<file path="src/ebt_consts.vh">
// constants for the eight-bit reload timer
`ifndef EBT_CONSTS_VH
`define EBT_CONSTS_VH
`define EBT_ADDR_W 2
`define EBT_ADDR_MODE 2'h0
`define EBT_ADDR_COUNT 2'h1
`define EBT_ADDR_IRQ 2'h2
`define EBT_ADDR_PORT 2'h3
`define EBT_MODE_BIT 7
`define EBT_CKS_HI 2
`define EBT_CKS_LO 0
`define EBT_CKS_EXT 3'h7
`define EBT_RSVD_ONES 8'h78
`define EBT_MODE_RST 8'h00
`define EBT_COUNT_RST 8'h00
`define EBT_RELOAD_RST 8'h00
`define EBT_COUNT_MAX 8'hFF
`define EBT_IRQ_FLAG_BIT 0
`define EBT_IRQ_EN_BIT 1
`define EBT_IRQ_EDGE_BIT 2
`define EBT_PORT_FUNC_BIT 0
`define EBT_PRE_W 13
`define EBT_PRE_ZERO 13'h0000
`define EBT_PRE_ONE 13'h0001
`define EBT_BYTE_ZERO 8'h00
`endif

</file>
<file path="src/ebt_prescaler.v">
// free-running prescaler giving one-cycle ticks for the seven divided clocks
module ebt_prescaler (
  // clock and reset
  input wire i_clk_sys,
  input wire i_nrst,
  // selection
  input wire [2:0] i_sel,
  // tick out
  output wire o_tick
);
`include "ebt_consts.vh"
  reg [`EBT_PRE_W-1:0] cnt_reg;
  wire [`EBT_PRE_W-1:0] cnt_next;
  assign cnt_next = cnt_reg + `EBT_PRE_ONE;
  always @(posedge i_clk_sys or negedge i_nrst) begin
    if (!i_nrst) begin
      cnt_reg <= `EBT_PRE_ZERO;
    end else begin
      cnt_reg <= cnt_next;
    end
  end
  // divide by 2^k ticks when the low k bits all carry together
  function carry_at;
    input [`EBT_PRE_W-1:0] c;
    input [2:0] s;
    begin
      case (s)
        3'h0: carry_at = &c[12:0];
        3'h1: carry_at = &c[10:0];
        3'h2: carry_at = &c[8:0];
        3'h3: carry_at = &c[7:0];
        3'h4: carry_at = &c[5:0];
        3'h5: carry_at = &c[3:0];
        3'h6: carry_at = &c[1:0];
        default: carry_at = 1'b0;
      endcase
    end
  endfunction
  assign o_tick = carry_at(cnt_reg, i_sel);
endmodule

</file>
<file path="src/ebt_timer.v">
// eight-bit interval and auto-reload timer with register port
// Behaviour
// - mode bit selects interval or auto-reload
// - codes 0-6 pick seven prescaled clocks
// - code 7 counts selected event pin edges
// - mode bits 6..3 always read ones
// - counter increments per count pulse and is loaded by reload writes
// - every overflow sets the overflow flag
// - counter reads and reload writes share address
// - counter resets to zero
// - reload write also loads counter immediately
// - auto-reload overflow loads reload value
// - reload period spans 1 to 256 pulses
// - reload register resets to zero
// - interval mode wraps to zero on overflow
// - flag and enable request interrupt
module ebt_timer (
  // clock and reset
  input wire i_clk_sys,
  input wire i_nrst,
  // register port
  input wire [1:0] i_addr,
  input wire [7:0] i_wdata,
  input wire i_wr,
  input wire i_rd,
  output reg [7:0] o_rdata,
  // event pin
  input wire i_event_input_pin,
  // interrupt request
  output wire o_irq
);
`include "ebt_consts.vh"
  reg [7:0] mode_reg;
  reg [7:0] count_reg;
  reg [7:0] count_next;
  reg [7:0] reload_reg;
  reg flag_reg;
  reg flag_next;
  reg irq_en_reg;
  reg edge_sel_reg;
  reg port_func_reg;
  reg sync1_reg;
  reg sync2_reg;
  reg sync3_reg;
  reg [7:0] rdata_next;
  wire [2:0] cks;
  wire pre_tick;
  wire ext_edge;
  wire pulse;
  wire ovf;
  wire wr_mode;
  wire wr_count;
  wire wr_irq;
  wire wr_port;

  function is_addr;
    input [1:0] a;
    input [1:0] b;
    begin
      is_addr = (a == b);
    end
  endfunction

  assign wr_mode = i_wr & is_addr(i_addr, `EBT_ADDR_MODE);
  assign wr_count = i_wr & is_addr(i_addr, `EBT_ADDR_COUNT);
  assign wr_irq = i_wr & is_addr(i_addr, `EBT_ADDR_IRQ);
  assign wr_port = i_wr & is_addr(i_addr, `EBT_ADDR_PORT);
  assign cks = mode_reg[`EBT_CKS_HI:`EBT_CKS_LO];

  ebt_prescaler u_pre (
    .i_clk_sys(i_clk_sys),
    .i_nrst(i_nrst),
    .i_sel(cks),
    .o_tick(pre_tick)
  );

  // sync1 feeds only sync2; edge logic looks at later stages
  always @(posedge i_clk_sys or negedge i_nrst) begin
    if (!i_nrst) begin
      sync1_reg <= 1'b0;
      sync2_reg <= 1'b0;
      sync3_reg <= 1'b0;
    end else begin
      sync1_reg <= i_event_input_pin;
      sync2_reg <= sync1_reg;
      sync3_reg <= sync2_reg;
    end
  end
  // edge select 1 counts rising edges, 0 falling
  assign ext_edge = edge_sel_reg ? (sync2_reg & ~sync3_reg) : (~sync2_reg & sync3_reg);
  // the pin function bit is not required to gate counting; software keeps to it
  assign pulse = (cks == `EBT_CKS_EXT) ? ext_edge : pre_tick;
  assign ovf = pulse & (count_reg == `EBT_COUNT_MAX);

  always @* begin
    count_next = count_reg;
    if (wr_count) begin
      count_next = i_wdata;
    end else if (ovf) begin
      if (mode_reg[`EBT_MODE_BIT]) begin
        count_next = reload_reg;
      end else begin
        count_next = `EBT_COUNT_RST;
      end
    end else if (pulse) begin
      count_next = count_reg + 8'h01;
    end
  end

  // set wins over a software clear in the same cycle
  always @* begin
    flag_next = flag_reg;
    if (wr_irq && !i_wdata[`EBT_IRQ_FLAG_BIT]) begin
      flag_next = 1'b0;
    end
    if (ovf) begin
      flag_next = 1'b1;
    end
  end

  always @* begin
    rdata_next = `EBT_BYTE_ZERO;
    case (i_addr)
      `EBT_ADDR_MODE: begin
        rdata_next = mode_reg | `EBT_RSVD_ONES;
      end
      `EBT_ADDR_COUNT: begin
        rdata_next = count_reg;
      end
      `EBT_ADDR_IRQ: begin
        rdata_next[`EBT_IRQ_FLAG_BIT] = flag_reg;
        rdata_next[`EBT_IRQ_EN_BIT] = irq_en_reg;
        rdata_next[`EBT_IRQ_EDGE_BIT] = edge_sel_reg;
      end
      `EBT_ADDR_PORT: begin
        rdata_next[`EBT_PORT_FUNC_BIT] = port_func_reg;
      end
      default: begin
        rdata_next = `EBT_BYTE_ZERO;
      end
    endcase
  end

  always @(posedge i_clk_sys or negedge i_nrst) begin
    if (!i_nrst) begin
      mode_reg <= `EBT_MODE_RST;
      count_reg <= `EBT_COUNT_RST;
      reload_reg <= `EBT_RELOAD_RST;
      flag_reg <= 1'b0;
      irq_en_reg <= 1'b0;
      edge_sel_reg <= 1'b0;
      port_func_reg <= 1'b0;
      o_rdata <= `EBT_BYTE_ZERO;
    end else begin
      count_reg <= count_next;
      flag_reg <= flag_next;
      if (wr_mode) begin
        // reserved bits are not stored
        mode_reg <= i_wdata & ~`EBT_RSVD_ONES;
      end
      if (wr_count) begin
        reload_reg <= i_wdata;
      end
      if (wr_irq) begin
        irq_en_reg <= i_wdata[`EBT_IRQ_EN_BIT];
        edge_sel_reg <= i_wdata[`EBT_IRQ_EDGE_BIT];
      end
      if (wr_port) begin
        port_func_reg <= i_wdata[`EBT_PORT_FUNC_BIT];
      end
      if (i_rd) begin
        o_rdata <= rdata_next;
      end else begin
        o_rdata <= `EBT_BYTE_ZERO;
      end
    end
  end

  assign o_irq = flag_reg & irq_en_reg;
endmodule

</file>
<file path="config.mk">
export PLATFORM = sky130hd
export DESIGN_NAME = ebt_timer
export DESIGN_NICKNAME = d
export VERILOG_FILES = /design/src/ebt_prescaler.v /design/src/ebt_timer.v
export VERILOG_INCLUDE_DIRS = /design/src /design/src/src
export SDC_FILE = /design/constraint.sdc
export NUM_CORES = 1
export LEC_CHECK = 0
export BUFFER_PORTS_ARGS = -buffer_cell sky130_fd_sc_hd__buf_2
export CORE_MARGIN = 5
export CORE_UTILIZATION = 37
export CTS_CLUSTER_DIAMETER = 50
export CTS_CLUSTER_SIZE = 28
export DETAILED_ROUTE_END_ITERATION = 16
export SLEW_MARGIN = 25
export SYNTH_ARGS = -nofsm -noshare
export SYNTH_HDL_FRONTEND = slang
export SYNTH_SLANG_ARGS = --single-unit
</file>
<file path="constraint.sdc">
create_clock -name i_clk_sys -period 2.2 [get_ports i_clk_sys]
set_clock_uncertainty 0.1 [all_clocks]
set_input_delay 0.22 -clock i_clk_sys [delete_from_list [all_inputs] [get_ports i_clk_sys]]
set_output_delay 0.22 -clock i_clk_sys [all_outputs]
set_load 0.02 [all_outputs]
</file>
# == After elaboration in Yosys (flattened, before gate mapping) ==
# Cells that the tools add are included.
# word_totals
reg_bits,48
in_bits,15
out_inout_bits,9
elab_cells,61
# op_classes
addsub,2
n_eq_ne,11
muxes,13
bitwise,10
reduce_logical,13
# ops
op,n
8-bit two-way mux,5
"13-bit by 1-bit adder with 13-bit output, second input constant",1
13-bit AND reduction,1
"3-bit equality test, second input constant",4
11-bit AND reduction,1
5-bit case mux with 2 select lines,1
9-bit AND reduction,1
"8-bit by 1-bit adder with 8-bit output, second input constant",1
1-bit bitwise AND,8
"8-bit equality test, second input constant",1
8-bit AND reduction,1
1-bit case mux with 7 select lines,1
"3-bit by 2-bit equality test with 1-bit output, second input constant",2
2-bit case mux with 3 select lines,1
6-bit AND reduction,1
"2-bit equality test, second input constant",2
1-bit two-way mux,4
1-bit case mux with 4 select lines,1
4-bit AND reduction,1
"3-bit by 1-bit equality test with 1-bit output, second input constant",1
3-bit logical NOT,1
3-bit nonzero test,1
"2-bit by 1-bit equality test with 1-bit output, second input constant",1
2-bit logical NOT,1
other kinds (5),6

# == Longest topological paths before layout ==
# depth
depth_word,7
ltp_mapped,10
ltp_nobuf,9

# == Modules after synthesis ==
# Synthesis repeated with hierarchy kept, for this count alone.
# hier_totals
cells_unflattened,217
area_unflattened_um2,2308.5
# modules_own_cells
mod,n_inst,cells_each,area_per_inst_um2,seq_area_each_um2
ebt_timer,1,161,1650.3,875.8
ebt_prescaler,1,56,658.1,325.3

# == Worst setup path before layout ==
# Ideal clock, no wire load.
# synth_timing
kind,register to register
startpoint,reg u_pre.cnt_reg[0]
endpoint,reg count_reg[5]
setup_time_ps,69
t_arrival_ps,1995
required_time_ps,2031
path_slack_ps,36
stages_incl_launch_ff,10
n_path_buf,0
synth_period_minus_slack_ps,2164
path_cell_list,dfrtp_1 > ha_1 > nand4_2 > inv_1 > ha_1 > nand4_1 > o41ai_2 > or3_2 > a311o_1 > nand3_1
# synth_between
elab_chain_cells,6
elab_cells_between_ends,13
cone_classes,mux (4); bitwise (1); reduce/logical (8)
# synth_rtl
element,line,text
"start, declared",ebt_prescaler.v:12,reg [`EBT_PRE_W-1:0] cnt_reg;
"start signal, assigned",ebt_prescaler.v:17,cnt_reg <= `EBT_PRE_ZERO;
"start signal, assigned",ebt_prescaler.v:19,cnt_reg <= cnt_next;
"13-bit AND reduction, or another cell as far along",ebt_prescaler.v:28,3'h0: carry_at = &c[12:0];
1-bit case mux with 7 select lines *,ebt_prescaler.v:27,case (s)
1-bit two-way mux *,ebt_timer.v:92,assign pulse = (cks == `EBT_CKS_EXT) ? ext_edge : pre_tick;
1-bit bitwise AND,ebt_timer.v:93,assign ovf = pulse & (count_reg == `EBT_COUNT_MAX);
8-bit two-way mux,ebt_timer.v:99,end else if (ovf) begin
8-bit two-way mux,ebt_timer.v:97,if (wr_count) begin
"end signal, assigned",ebt_timer.v:147,count_reg <= `EBT_COUNT_RST;
"end signal, assigned",ebt_timer.v:155,count_reg <= count_next;
"end, declared",ebt_timer.v:34,reg [7:0] count_reg;
# Mark *: on every way between the ends. The rest lies on a longest branch, timed or not.
# A chain may end at the register's enable or synchronous reset.

# == Final worst setup path ==
# layout_timing
startpoint,reg u_pre.cnt_reg[1]
endpoint,reg count_reg[6]
# Same word-level chain as after synthesis.

==> impl_results.md <==
* Remaining Overflow, GRT at 0
* Aggregate routed wire length at 4880 um
* Final core area utilization at 0.462
* Ant diodes at 0
* Slew HR at 0.617
* Share of total power in the clock network at 0.261
* FF-to-FF End: count_reg[6]
* Critical Path Start Type: register
* Antenna violations before repair at 0
* Die X at 88.3 um
* Storage cell area at 1200 um2
* Status: finished clean
* Largest net degree at the start of global routing at 26
* Synthesized net count at 238
* Hold_ws at 51.7 ps
* Final Hold Vio Count at 0
* Int Pwr at 1.43 mW
* Yosys cell types at 44
* Max VDD drop at 0.293 mV
* Measured slew at the worst slew-check pin at 575 ps
* Max_cap viols at 0
* Pins over their slew limit at 0
* Crit path time final at 2090 ps
* Filler Cell Count at 588
* Die H at 88.3 um
* # rows at 28
* Power per Cell Area at 745 nW/um2
* FMAX at 0.479 GHz
* First-pass GRT wire length at 8310 um
* M1 GR Usage at 0.198
* Initial Utilization at 0.381
* IO Port Bufs at 23
* CP Class: register to register
* CTS H-tree depth at 2
* Placed insts at 326
* Mapped Avg Cell Area at 10.3 um2
* CTS sink cnt at 48
* EDFF count, synth at 0
* CTS tree: built
* Remaining antenna violation count at 0
* Final setup viols at 0
* Post-Layout Cell Count at 340
* Layout cell share with drive strength beyond 1 at 0.268
* CP max FO at 6
* Data arrival, critical path at 2190 ps
* Hold Path Class: primary input to register
* Worst-path clk slew at 90 ps
* Critical path data required time at 2300 ps
* FFs w/ async S/R, synth at 1.00
* Reg power frac at 0.548
* PnR worst setup slack at 111 ps
* Worst Setup SP: u_pre.cnt_reg[1]
* Clk_lat worst skew at 300 ps
* CTS root buf: clkbuf_8
* R2R Path Start: u_pre.cnt_reg[1]
* Post-layout nets at 282
* Vias after detailed routing at 1,809
* Area delta synth->final at 21.1%
* Overall routing resource usage at 0.135
* Power share of the combinational group at 0.190
* Num CTS Buffers at 5
* Ys flop type: dfrtp_1
* Largest register FFs at 13
* Worst R2R Setup Slack at 110 ps
* Reg2Reg Depth at 11
* Post-route cell area at 2750 um2
* Sequential area share after synthesis at 0.529
* Detail Placement HPWL at 3540 um
* Sw Share at 0.304
* P_sw at 0.624 mW
* DRC Markers at 0
* Mapped cell area at 2270 um2
* Tcrit/Tclk final at 0.950
* Lkg Pwr at 1.28 nW
* Multi-input logic area at 1030 um2
* GRT Max-Usage Layer: met2
* Drt first pass iters at 4
* Final Wtd Congestion at 0.829
* Vias in the first global route at 1,751
* Maximum buffer depth of the clock tree at 2
* IO Count at 24
* WL per Instance at 14.4 um
* Register bit count reported by yosys at 48
* Met3 Track Usage GR at 0.0279
* Syn Inst Count at 220
* Core area at 5960 um2
* Initial DRC count at 163
* M2 GR Usage at 0.199
* DP Worst Slack at -33.8 ps
* Die area at 7800 um2
* Via density at 5.32
* CP endpoint: count_reg[6]
* Yosys warning count at 0
* Placed Area at 2550 um2
* Critical Path Sink Type: register
[critical path, cell delays in order (launching register included)]
cell and delay [ps]:
dfrtp_1 420, ha_4 180, nand4_4 110, inv_2 100
ha_4 120, nand4_1 80, o41ai_2 90, o31ai_1 110
buf_4 170, buf_6 120, o21a_1 160, o31ai_1 240
[timing repair]
item	CTS	global route
pin swaps	0	9
buffers inserted	1	3
endpoints found under the hold margin	24	0
resized for setup	4	9
setup endpoints to repair	6	5
hold buffers	2	0
[stage by stage]
stage | power (mW) | TNS (ps)
floorplan | 1.37 | 0
global placement | 1.50 | 0
detailed placement | 1.51 | -46.2
CTS | 2.05 | 0
global route | 2.18 | -48.2
finish | 2.05 | 0
[layout by cell type (no fill, tap or decap), drive strengths merged]
| cell type | instances |
|---|---|
| xnor2 | 7 |
| clkinv | 2 |
| mux2 | 5 |
| mux4 | 1 |
| nor3 | 1 |
| dfrtp | 48 |
| clkbuf | 6 |
| xor2 | 3 |
| inv | 9 |
| dlygate4sd3 | 2 |
| o211ai | 3 |
| and3 | 6 |
| nor4 | 2 |
| ha | 3 |
| o41ai | 3 |
| o31ai | 3 |
| and4 | 2 |
| nor2b | 1 |
| a21oi | 11 |
| a21o | 1 |
| nand3 | 13 |
| and2 | 5 |
| a41oi | 1 |
| a31oi | 5 |
| or3 | 1 |
| nor2 | 8 |
| nand3b | 3 |
| nor3b | 2 |
| or4 | 1 |
| nand2b | 1 |
| o21ai | 13 |
| buf | 42 |
| or2 | 2 |
| nand2 | 34 |
| o21a | 1 |
| a211o | 1 |
| a311o | 1 |
| nand4 | 9 |
| mux2i | 3 |
[cells in the mapped netlist, types with 2 or more instances]
library cell | number | area, um2
o21ai_0 | 13 | 65.1
nor3b_1 | 2 | 15.0
nand3_1 | 13 | 65.1
nor4_1 | 2 | 12.5
ha_1 | 3 | 37.5
mux2i_1 | 3 | 30.0
xnor2_1 | 7 | 61.3
clkbuf_8 | 2 | 27.5
o31ai_1 | 3 | 22.5
nand2_1 | 34 | 128
or2_2 | 2 | 12.5
nand4_1 | 8 | 50.1
and3_1 | 4 | 25.0
clkbuf_1 | 2 | 7.51
dfrtp_1 | 48 | 1200
inv_1 | 9 | 33.8
xor2_1 | 3 | 26.3
a21oi_1 | 11 | 55.1
and4_1 | 2 | 17.5
mux2_2 | 5 | 56.3
o211ai_1 | 3 | 22.5
nor2_1 | 8 | 30.0
nand3b_1 | 3 | 22.5
and3_2 | 2 | 15.0
o41ai_1 | 2 | 17.5
and2_1 | 4 | 25.0
a31oi_1 | 5 | 31.3
[cells by family after synthesis]
family,after synthesis,share of synthesized area
adders and majority gates,3,0.0165
DFF,48,0.529
muxes,9,0.0479
AOI/OAI and AO/OA,43,0.120
xor gates and xnor gates,10,0.0386
buffers and inverters,16,0.0408
and+or+nand+nor,91,0.207
[worst min path at each step]
stage,from,cells past startpoint,end
floorplan,i_nrst,0,count_reg[0]
global placement,i_nrst,1,u_pre.cnt_reg[7]
detailed placement,i_nrst,1,u_pre.cnt_reg[7]
CTS,i_wdata[3],3,reload_reg[3]
global route,i_wdata[3],3,reload_reg[3]
finish,i_wdata[3],3,reload_reg[3]
[power groups by stage]
stage                     sequential, mW  clock [mW]  combinational (mW)
after floorplan                     1.12           0               0.249
after global placement              1.13           0               0.366
after detailed placement            1.14           0               0.368
after CTS                           1.12       0.558               0.374
after global routing                1.15       0.588               0.444
final                               1.12       0.536               0.390
[layout make-up]
| class | instances | area share |
|---|---|---|
| clock buffer | 6 | 0.0300 |
| timing repair buffer | 44 | 0.107 |
| clock inverter | 2 | 0.00364 |
| tap | 75 | 0.0341 |
| inverter | 9 | 0.0123 |
| multi-input combinational | 156 | 0.376 |
| sequential | 48 | 0.437 |
[per-layer routing]
layer / vias up / share of wire
li1: 874 / -
met1: 871 / 0.47
met2: 56 / 0.44
met3: 8 / 0.070
met4: 0 / 0.018
met5: - / 0
(Power assumes the default switching activity.)
